### config.mk
export PLATFORM = sky130hd
export DESIGN_NAME = txrx_buf
export DESIGN_NICKNAME = d
export VERILOG_FILES = /design/src/pkg/txrx_pkg.sv /design/src/hw/txrx_buf.sv
export VERILOG_INCLUDE_DIRS = /design/src /design/src/pkg
export SDC_FILE = /design/constraint.sdc
export NUM_CORES = 1
export LEC_CHECK = 0
export ABC_AREA = 1
export BUFFER_PORTS_ARGS = -buffer_cell sky130_fd_sc_hd__buf_2
export CAP_MARGIN = 40
export CELL_PAD_IN_SITES_DETAIL_PLACEMENT = 0
export CELL_PAD_IN_SITES_GLOBAL_PLACEMENT = 1
export CORE_ASPECT_RATIO = 2
export CORE_MARGIN = 10
export CORE_UTILIZATION = 39
export DETAILED_ROUTE_END_ITERATION = 8
export PLACE_DENSITY_LB_ADDON = 0.08
export SKIP_CTS_REPAIR_TIMING = 1
export SYNTH_ARGS = -nofsm -noshare
export SYNTH_HDL_FRONTEND = slang
export SYNTH_SLANG_ARGS = --single-unit
### constraint.sdc
create_clock -name clock_i -period 5.7 [get_ports clock_i]
set_input_delay 0.285 -clock clock_i [delete_from_list [all_inputs] [get_ports clock_i]]
set_output_delay 0.285 -clock clock_i [all_outputs]
set_load 0.02 [all_outputs]
### src/pkg/txrx_defines.svh
`ifndef TXRX_DEFINES_SVH
`define TXRX_DEFINES_SVH
// register byte offsets
`define TXRX_OFS_CTRL   4'h0
`define TXRX_OFS_TXCMD  4'h4
`define TXRX_OFS_STAT   4'h8
`define TXRX_OFS_FIFO   4'hc
// control fields
`define TXRX_C_BUF      0
`define TXRX_C_ON       1
`define TXRX_C_LVL_LO   2
`define TXRX_C_LVL_HI   6
`define TXRX_C_DIV_LO   16
`define TXRX_C_DIV_HI   31
// status fields
`define TXRX_S_RDY      0
`define TXRX_S_LVL      1
`define TXRX_S_UR       2
`define TXRX_S_OV       3
`define TXRX_S_EMP      4
`define TXRX_S_CNT_LO   8
`define TXRX_S_CNT_HI   12
// fifo read fields
`define TXRX_F_BIT      0
`define TXRX_F_VLD      1
// values
`define TXRX_TX_INIT    8'haa
`define TXRX_TX_CMD_HI  8'hb8
`define TXRX_TXCMD_POR  16'hb8aa
`define TXRX_LVL_POR    5'h01
`define TXRX_DIV_POR    16'h01f3
`define TXRX_BYTE_LAST  3'h7
`endif

### src/pkg/txrx_pkg.sv
`default_nettype none
package txrx_pkg;
    typedef logic [31:0] txrx_word_t;                  // bus data word
    typedef enum logic {RX_HUNT = 1'b0, RX_FILL = 1'b1} txrx_rx_e; // receive gate
endpackage
`default_nettype wire

### src/hw/txrx_buf.sv
// Functional notes
// - buffered mode takes data from two registers
// - transmitter on sends first, then second register
// - both registers start at AAh preamble
// - sdo high while a register is free
// - transmitter off reloads both registers
// - received bits enter a 16-bit fifo
// - fill only after valid data and sync
// - fifo select shifts fifo bits per sck
// - fifo also readable by bus read
// - active-low irq when bit count reaches level
// - ready flag set free, cleared by write
// - level flag clears once a fifo read takes the count below level
// - write command upper byte B8h selects data
// - underrun and overflow clear on status read
//
// The implementer's own choices: the Avalon-MM interface to the registers and the address map.
`timescale 1ns/1ps
`default_nettype none
`include "txrx_defines.svh"

////////////////////////////////////////////////////////////////////////
// bit fifo with count
module txrx_fifo #(
    parameter int WIDTH = 1,
    parameter int DEPTH = 16,
    parameter int AW    = $clog2(DEPTH)
) (
    input  wire logic             clock_i,
    input  wire logic             rst_i,
    input  wire logic             in_valid_i,
    output logic                  in_ready_o,
    input  wire logic [WIDTH-1:0] in_data_i,
    output logic                  out_valid_o,
    input  wire logic             out_ready_i,
    output logic [WIDTH-1:0]      out_data_o,
    output logic [AW:0]           count_o
);
    logic [WIDTH-1:0] mem_reg [DEPTH];   // storage
    logic [AW-1:0]    wr_reg;            // write pointer
    logic [AW-1:0]    rd_reg;            // read pointer
    logic [AW:0]      cnt_reg;           // fill level
    logic             push;              // accepted write
    logic             pop;               // accepted read

    assign in_ready_o  = (cnt_reg != DEPTH[AW:0]);
    assign out_valid_o = (cnt_reg != '0);
    assign push        = in_valid_i & in_ready_o;
    assign pop         = out_ready_i & out_valid_o; // empty read ignored
    assign out_data_o  = mem_reg[rd_reg];           // oldest bit first
    assign count_o     = cnt_reg;

    // storage write, no reset needed on data
    always_ff @(posedge clock_i) begin
        if (push) begin
            mem_reg[wr_reg] <= in_data_i;
        end
    end

    // pointers and level
    always_ff @(posedge clock_i or posedge rst_i) begin
        if (rst_i) begin
            wr_reg  <= '0;
            rd_reg  <= '0;
            cnt_reg <= '0;
        end else begin
            if (push) begin
                wr_reg <= (wr_reg == AW'(DEPTH - 1)) ? '0 : wr_reg + 1'b1;
            end
            if (pop) begin
                rd_reg <= (rd_reg == AW'(DEPTH - 1)) ? '0 : rd_reg + 1'b1;
            end
            cnt_reg <= cnt_reg + {{AW{1'b0}}, push} - {{AW{1'b0}}, pop};
        end
    end
endmodule // txrx_fifo

////////////////////////////////////////////////////////////////////////
// transmit registers and receive fifo
module txrx_buf #(
    parameter int FIFO_DEPTH = 16
) (
    input  wire logic                clock_i,
    input  wire logic                rst_i,
    input  wire logic [3:0]          avs_address_i,
    input  wire logic                avs_read_i,
    input  wire logic                avs_write_i,
    input  wire txrx_pkg::txrx_word_t avs_writedata_i,
    output var  txrx_pkg::txrx_word_t avs_readdata_o,
    output logic                     avs_waitrequest_o,
    input  wire logic                sck_i,
    input  wire logic                fifo_select_n_i,
    output logic                     sdo_o,
    output logic                     fifo_level_irq_n_o,
    input  wire logic                tx_direct_i,
    output logic                     tx_data_o,
    input  wire logic                rx_bit_i,
    input  wire logic                rx_bit_stb_i,
    input  wire logic                valid_data_indicator_i,
    input  wire logic                sync_detect_i,
    output logic                     rx_ready_o
);
    import txrx_pkg::*;
    localparam int AW = $clog2(FIFO_DEPTH);

    ////////////////////////////////////////////////////////////////////
    // declarations
    logic        ack_reg;             // one wait state toggle
    logic        acc;                 // request accepted this edge
    txrx_word_t  rdata_reg;           // read data
    logic        buffered_tx_select;  // buffered transmit mode
    logic        transmitter_on;      // transmitter enable
    logic [4:0]  lvl_reg;             // fifo level threshold
    logic [15:0] div_reg;             // bit period in clocks minus one
    logic [15:0] cmd_reg;             // last accepted B8h data command
    logic [15:0] bcnt_reg;            // bit rate divider
    logic        tick;                // one-cycle bit enable
    logic [7:0]  tx_buf_reg [2];      // two transmit registers
    logic [1:0]  full_reg;            // register holds a byte
    logic        cur_reg;             // register being shifted
    logic [2:0]  bit_reg;             // bit index in byte
    logic        tx_reg_ready_flag;
    logic        tx_reg_underrun_flag;
    logic        rx_fifo_overflow_flag;
    logic        fifo_level_flag;
    logic        wr_fire;             // accepted transmit write
    logic        off_fire;            // transmitter switched off
    logic        byte_end;            // last bit of a byte shifted
    logic        tgt;                 // register taking the write
    logic        stat_rd;             // status read accepted
    logic        fifo_rd;             // fifo bus read accepted
    logic        sck_s1, sck_s2, sck_s3; // sck synchroniser and edge
    logic        ffs_s1, ffs_s2;      // select synchroniser
    logic        sck_pop;             // pin-side fifo pop
    txrx_rx_e    rx_state;            // receive gate
    logic        push;                // bit offered to fifo
    logic        f_ready, f_valid, f_data;
    logic [AW:0] f_count;

    ////////////////////////////////////////////////////////////////////
    // avalon slave: one wait state on every access
    assign acc               = (avs_read_i | avs_write_i) & ack_reg;
    assign avs_waitrequest_o = (avs_read_i | avs_write_i) & ~ack_reg;
    assign avs_readdata_o    = rdata_reg;
    assign stat_rd  = acc & avs_read_i & (avs_address_i == `TXRX_OFS_STAT);
    assign fifo_rd  = acc & avs_read_i & (avs_address_i == `TXRX_OFS_FIFO);
    assign wr_fire  = acc & avs_write_i & (avs_address_i == `TXRX_OFS_TXCMD)
                    & (avs_writedata_i[15:8] == `TXRX_TX_CMD_HI) & buffered_tx_select;
    assign off_fire = acc & avs_write_i & (avs_address_i == `TXRX_OFS_CTRL)
                    & transmitter_on & ~avs_writedata_i[`TXRX_C_ON];

    // wait-state toggle; drops with the request
    always_ff @(posedge clock_i or posedge rst_i) begin
        if (rst_i) begin
            ack_reg <= 1'b0;
        end else begin
            ack_reg <= (avs_read_i | avs_write_i) & ~ack_reg;
        end
    end

    // read data captured in the wait cycle, stands at the accept edge
    always_ff @(posedge clock_i or posedge rst_i) begin
        if (rst_i) begin
            rdata_reg <= '0;
        end else if (avs_read_i & ~ack_reg) begin
            rdata_reg <= '0;  // unmapped reads as zero
            unique case (avs_address_i)
                `TXRX_OFS_CTRL: begin
                    rdata_reg[`TXRX_C_BUF] <= buffered_tx_select;
                    rdata_reg[`TXRX_C_ON]  <= transmitter_on;
                    rdata_reg[`TXRX_C_LVL_HI:`TXRX_C_LVL_LO] <= lvl_reg;
                    rdata_reg[`TXRX_C_DIV_HI:`TXRX_C_DIV_LO] <= div_reg;
                end
                `TXRX_OFS_TXCMD: rdata_reg[15:0] <= cmd_reg;
                `TXRX_OFS_STAT: begin
                    rdata_reg[`TXRX_S_RDY] <= tx_reg_ready_flag;
                    rdata_reg[`TXRX_S_LVL] <= fifo_level_flag;
                    rdata_reg[`TXRX_S_UR]  <= tx_reg_underrun_flag;
                    rdata_reg[`TXRX_S_OV]  <= rx_fifo_overflow_flag;
                    rdata_reg[`TXRX_S_EMP] <= ~f_valid;
                    rdata_reg[`TXRX_S_CNT_HI:`TXRX_S_CNT_LO] <= 5'(f_count);
                end
                `TXRX_OFS_FIFO: begin
                    rdata_reg[`TXRX_F_BIT] <= f_data & f_valid; // empty reads zero, no stale bit
                    rdata_reg[`TXRX_F_VLD] <= f_valid;
                end
                default: rdata_reg <= '0;
            endcase
        end
    end

    // control and command registers
    always_ff @(posedge clock_i or posedge rst_i) begin
        if (rst_i) begin
            buffered_tx_select <= 1'b0;
            transmitter_on     <= 1'b0;
            lvl_reg            <= `TXRX_LVL_POR;
            div_reg            <= `TXRX_DIV_POR;
            cmd_reg            <= `TXRX_TXCMD_POR;
        end else if (acc & avs_write_i) begin
            if (avs_address_i == `TXRX_OFS_CTRL) begin
                buffered_tx_select <= avs_writedata_i[`TXRX_C_BUF];
                transmitter_on     <= avs_writedata_i[`TXRX_C_ON];
                lvl_reg <= avs_writedata_i[`TXRX_C_LVL_HI:`TXRX_C_LVL_LO];
                div_reg <= avs_writedata_i[`TXRX_C_DIV_HI:`TXRX_C_DIV_LO];
            end
            if (wr_fire) begin
                cmd_reg <= avs_writedata_i[15:0];
            end
        end
    end

    ////////////////////////////////////////////////////////////////////
    // bit rate enable
    assign tick = (bcnt_reg == div_reg);
    always_ff @(posedge clock_i or posedge rst_i) begin
        if (rst_i) begin
            bcnt_reg <= '0;
        end else begin
            bcnt_reg <= (tick | ~transmitter_on) ? '0 : bcnt_reg + 1'b1;
        end
    end

    ////////////////////////////////////////////////////////////////////
    // transmit registers: free one first, else overwrite the idle one
    assign byte_end = tick & transmitter_on & buffered_tx_select & (bit_reg == `TXRX_BYTE_LAST);
    assign tgt      = (~full_reg[~cur_reg] | full_reg[cur_reg]) ? ~cur_reg : cur_reg;

    // register contents, fill state and shift position
    always_ff @(posedge clock_i or posedge rst_i) begin
        if (rst_i) begin
            tx_buf_reg[0] <= `TXRX_TX_INIT;
            tx_buf_reg[1] <= `TXRX_TX_INIT;
            full_reg      <= 2'h3;
            cur_reg       <= 1'b0;
            bit_reg       <= '0;
        end else if (off_fire) begin
            tx_buf_reg[0] <= `TXRX_TX_INIT;
            tx_buf_reg[1] <= `TXRX_TX_INIT;
            full_reg      <= 2'h3;
            cur_reg       <= 1'b0;          // restart at first register
            bit_reg       <= '0;
        end else begin
            if (tick & transmitter_on & buffered_tx_select) begin
                bit_reg <= bit_reg + 1'b1;
            end
            if (byte_end) begin
                full_reg[cur_reg] <= 1'b0;
                cur_reg           <= ~cur_reg;  // next register, no gap
            end
            if (wr_fire) begin
                tx_buf_reg[tgt] <= avs_writedata_i[7:0];
                full_reg[tgt]   <= 1'b1;
            end
        end
    end

    // serial transmit bit: low while off, msb first in buffered mode, else direct input
    always_ff @(posedge clock_i or posedge rst_i) begin
        if (rst_i) begin
            tx_data_o <= 1'b0;
        end else if (~transmitter_on) begin
            tx_data_o <= 1'b0;
        end else if (~buffered_tx_select) begin
            tx_data_o <= tx_direct_i;
        end else if (tick) begin
            tx_data_o <= tx_buf_reg[cur_reg][~bit_reg];
        end
    end

    // flags: hardware set beats software clear
    always_ff @(posedge clock_i or posedge rst_i) begin
        if (rst_i) begin
            tx_reg_ready_flag    <= 1'b0;
            tx_reg_underrun_flag <= 1'b0;
        end else begin
            if (byte_end) begin
                tx_reg_ready_flag <= 1'b1;
            end else if (wr_fire | off_fire) begin
                tx_reg_ready_flag <= 1'b0;
            end
            if ((byte_end & ~full_reg[~cur_reg]) | (wr_fire & full_reg[tgt])) begin
                tx_reg_underrun_flag <= 1'b1;
            end else if (stat_rd) begin
                tx_reg_underrun_flag <= 1'b0;
            end
        end
    end

    ////////////////////////////////////////////////////////////////////
    // pin synchronisers and sck edge
    always_ff @(posedge clock_i or posedge rst_i) begin
        if (rst_i) begin
            sck_s1 <= 1'b0;
            sck_s2 <= 1'b0;
            sck_s3 <= 1'b0;
            ffs_s1 <= 1'b1;
            ffs_s2 <= 1'b1;
        end else begin
            sck_s1 <= sck_i;
            sck_s2 <= sck_s1;
            sck_s3 <= sck_s2;
            ffs_s1 <= fifo_select_n_i;
            ffs_s2 <= ffs_s1;
        end
    end
    assign sck_pop = sck_s2 & ~sck_s3 & ~ffs_s2;

    ////////////////////////////////////////////////////////////////////
    // receive gate: open on valid data plus sync, close when valid drops
    always_ff @(posedge clock_i or posedge rst_i) begin
        if (rst_i) begin
            rx_state <= RX_HUNT;
        end else begin
            unique case (rx_state)
                RX_HUNT: rx_state <= (valid_data_indicator_i & sync_detect_i) ? RX_FILL : RX_HUNT;
                RX_FILL: rx_state <= valid_data_indicator_i ? RX_FILL : RX_HUNT;
            endcase
        end
    end
    assign push = rx_bit_stb_i & valid_data_indicator_i
                & ((rx_state == RX_FILL) | sync_detect_i);
    assign rx_ready_o = f_ready;

    txrx_fifo #(.WIDTH(1), .DEPTH(FIFO_DEPTH)) u_fifo (
        .clock_i     (clock_i),
        .rst_i       (rst_i),
        .in_valid_i  (push),
        .in_ready_o  (f_ready),
        .in_data_i   (rx_bit_i),
        .out_valid_o (f_valid),
        .out_ready_i (sck_pop | fifo_rd),
        .out_data_o  (f_data),
        .count_o     (f_count)
    );

    // level flag follows the count, so any read can clear it
    always_ff @(posedge clock_i or posedge rst_i) begin
        if (rst_i) begin
            fifo_level_flag       <= 1'b0;
            fifo_level_irq_n_o    <= 1'b1;
            rx_fifo_overflow_flag <= 1'b0;
        end else begin
            fifo_level_flag    <= (f_count >= lvl_reg);
            fifo_level_irq_n_o <= ~(f_count >= lvl_reg);
            if (push & ~f_ready) begin
                rx_fifo_overflow_flag <= 1'b1;
            end else if (stat_rd) begin
                rx_fifo_overflow_flag <= 1'b0;
            end
        end
    end

    // sdo: fifo head under select, else transmit ready in buffered mode
    always_ff @(posedge clock_i or posedge rst_i) begin
        if (rst_i) begin
            sdo_o <= 1'b0;
        end else if (~ffs_s2) begin
            sdo_o <= f_data;
        end else begin
            sdo_o <= buffered_tx_select & tx_reg_ready_flag;
        end
    end
endmodule // txrx_buf
`default_nettype wire

==> run metrics <==
status finished clean; total congestion overflow 0; count of vias placed by the detailed router slightly below 6000; total inserted antenna cells 0; maximum number of pins on one net before global-route repair 76; worst stage delay on the critical path a little over 0.4 ns; setup repair after global routing missed its margin false; critical-path maximum fanout 8; Post-Place Setup Slack about 2.8 ns; CTS tree done; wire per inst 17.5 um; register clock-pin slew on the reported worst setup and hold paths 0.07 ns; Initial DRC Count 277; weighted congestion at the end of routability-driven global placement roughly 0.87; Fillers approximately 1900; post-synth net total 915; first-pass GRT wire length approximately 32 mm; placeable core region roughly 18000 um2; clk_skew about 0.0086 ns; endpoint type of the worst setup path register; cell count after synthesis approximately 850; final cell count without fillers about 1200; main area contributors after synthesis dfrtp_1 37%, nand2_1 12%, dfstp_2 10%; Die Footprint between 20000 and 25000 um2; final max-slew violation count 0; count of synthesis-stage warnings from yosys 0; NumNets Final 1000; startpoint-to-endpoint class of the critical path reg2reg; Period minus WS final approximately 2.8 ns; Slew @ Worst Pin 0.854 ns; most repeated cell in the gate-level netlist after synthesis nand2_1; DR pass1 iterations 4; number of buffers created by CTS 17; cell area after layout ~8500 um2; vias per inst roughly 5; crit-path cells inv_1 -> ha_1 -> nand2_1 -> nor2_1 -> nand2_1 -> nand2_1 -> o21ai_2 -> ha_1 -> inv_1 -> ha_1 -> fa_1 -> a21oi_1 -> nor2_1 -> nor2_1 -> xor2_1; Area Growth Syn to Fin 16.7%; count of flip-flops with a built-in enable after synthesis 16; Max H-tree Level 4; placed cell areas around 7900 um2; maximum vdd ir drop around 0.18 mV; # Max-Cap Violations 0; Synth Cell Area about 7300 um2; dominant cell type by area after synthesis dfrtp_1; Power Density between 300 and 400 nW/um2; Worst Path Arrival 3.14 ns; final hold violations 0; data required time at the worst endpoint between 6 and 7 ns; maximum count of clock buffers along a single path 2; via count of the first global-routing pass between 6000 and 7000; layout cells sized above 1 between 10% and 20%; category of the worst setup path launch point register; final HPWL from detailed placement 15.9 mm; final worst setup slack 2.90 ns; die height about 210 um; Detail Route Antenna Nets 0; final critical-path share of the clock period 49.2%; fraction of registers with async set/reset about nine tenths; # placed instances between 1000 and 1500; Static Leak approximately 4.2 nW; count of final setup violators 0; horizontal die dimension about 120 um; Main synth FF type dfrtp_1; leading post-synthesis cells by instance count 229 x nand2_1, 109 x inv_1, 107 x dfrtp_1; combined global-route utilization of all metal layers 17.1%; highest attainable clock frequency about 360 MHz; post-synthesis sequential element count about 150; sum of negative setup slack 0 ns; cell with the biggest individual delay on the critical path fa_1; top cell type's share of synthesized area between 30% and 40%; mean area per synthesized cell 8.63 um2; Tightest Hold Check Type in2reg; post-synth cell types 45; total power of the final layout between 3 and 4 mW; DRC violations left 0; initial core utilization between 30% and 40%; row count 70; sequential cell area fraction in the yosys report approximately 54%; CTS sink cnt between 150 and 200; initial antenna violation count 0; Clock Root Buffer clkbuf_16; worst slew margin relative to its limit about 43%; Clock Latency Late Sink roughly 0.43 ns; Routed WL around 20 mm; Largest register FFs 32; port buffer count 83; Boundary Pins 84
[cell families (layout without fill, tap and decap cells)]
logic type               count (synthesis)  in the layout  synth area share [%]
AO/OA/AOI/OAI                          134            134                  10.6
adder cells (fa/ha/maj)                 20             20                  3.52
flip-flops                             152            152                  53.6
AND/OR/NAND/NOR                        380            380                  22.2
multiplexers                             1              1                 0.154
buffers and inverters                  141            239                  7.56
XOR/XNOR                                20             20                  2.39
[cells in the final DEF, fill, tap and decap left out, types with 6 or more instances in the layout]
cell type    n
nor2_1      77
a21oi_1     20
inv_6        8
buf_2       83
nor3_1       9
xor2_1      12
xnor2_1      8
o21ai_0     55
o22ai_1     11
inv_1      108
ha_1        19
dfrtp_1    107
nand4_1     12
clkbuf_16   17
nor2_2       6
nand2_2      6
o31ai_1     21
dfstp_2     29
edfxtp_1    16
nand3_1     28
o21ai_1     13
nand2_1    229
[through the flow]
stage / hold WS (ns) / util, %
final: 0.0696 / 46.4
after global routing: 0.0746 / 46.4
after CTS: -0.223 / 46.3
after detailed placement: 0.235 / 43.2
after global placement: 0.339 / 43.0
after floorplan: 0.289 / -
[final cells by class]
class | count | area (um2) | share of cell area [%]
timing repair buffer | 89 | 488 | 5.71
clock buffer | 17 | 425 | 4.98
inverter | 118 | 448 | 5.25
clock inverter | 15 | 143 | 1.67
tap | 216 | 270 | 3.16
sequential | 152 | 3920 | 45.9
multi-input combinational | 555 | 2850 | 33.3
[worst paths after layout]
check                                            startpoint                           to  slack, ns  cells past startpoint
worst min-delay path                    avs_writedata_i[31]      div_reg[15]$_DFFE_PP0P_       0.07                      3
min in group asynchronous                             rst_i       bit_reg[2]$_DFFE_PP0P_       0.33                      3
worst max register to register  u_fifo.count_o[3]$_DFF_PP0_  u_fifo.count_o[4]$_DFF_PP0_       2.90                     15
worst min register to register             sck_s1$_DFF_PP0_             sck_s2$_DFF_PP0_       0.35                      0
max in group asynchronous                             rst_i        bcnt_reg[7]$_DFF_PP0_       4.10                      5
worst max-delay path            u_fifo.count_o[3]$_DFF_PP0_  u_fifo.count_o[4]$_DFF_PP0_       2.90                     15
[where the power goes]
part | internal [mW] | switching, mW
Sequential | 1.28 | 0.143
Combinational | 0.270 | 0.496
Clock | 0.610 | 0.485
Total | 2.15 | 1.12
[critical path, delay by kind of cell (launching register included)]
family          cells  cell delay [ns]
fa+ha+maj           4             1.09
compound gates      2             0.30
simple gates        6             0.61
flops               1             0.40
buf+inv             2             0.15
xor+xnor            1             0.17
[routing by layer]
layer / track usage (%) / up-vias / wire length [um]
met2: 33.5 / 106 / 11900
met5: 0 / - / 0
li1: - / 2900 / -
met4: 6.64 / 0 / 455
met3: 2.97 / 26 / 684
met1: 16.8 / 2810 / 7330
Note: power is estimated with default switching activity, not from simulation.
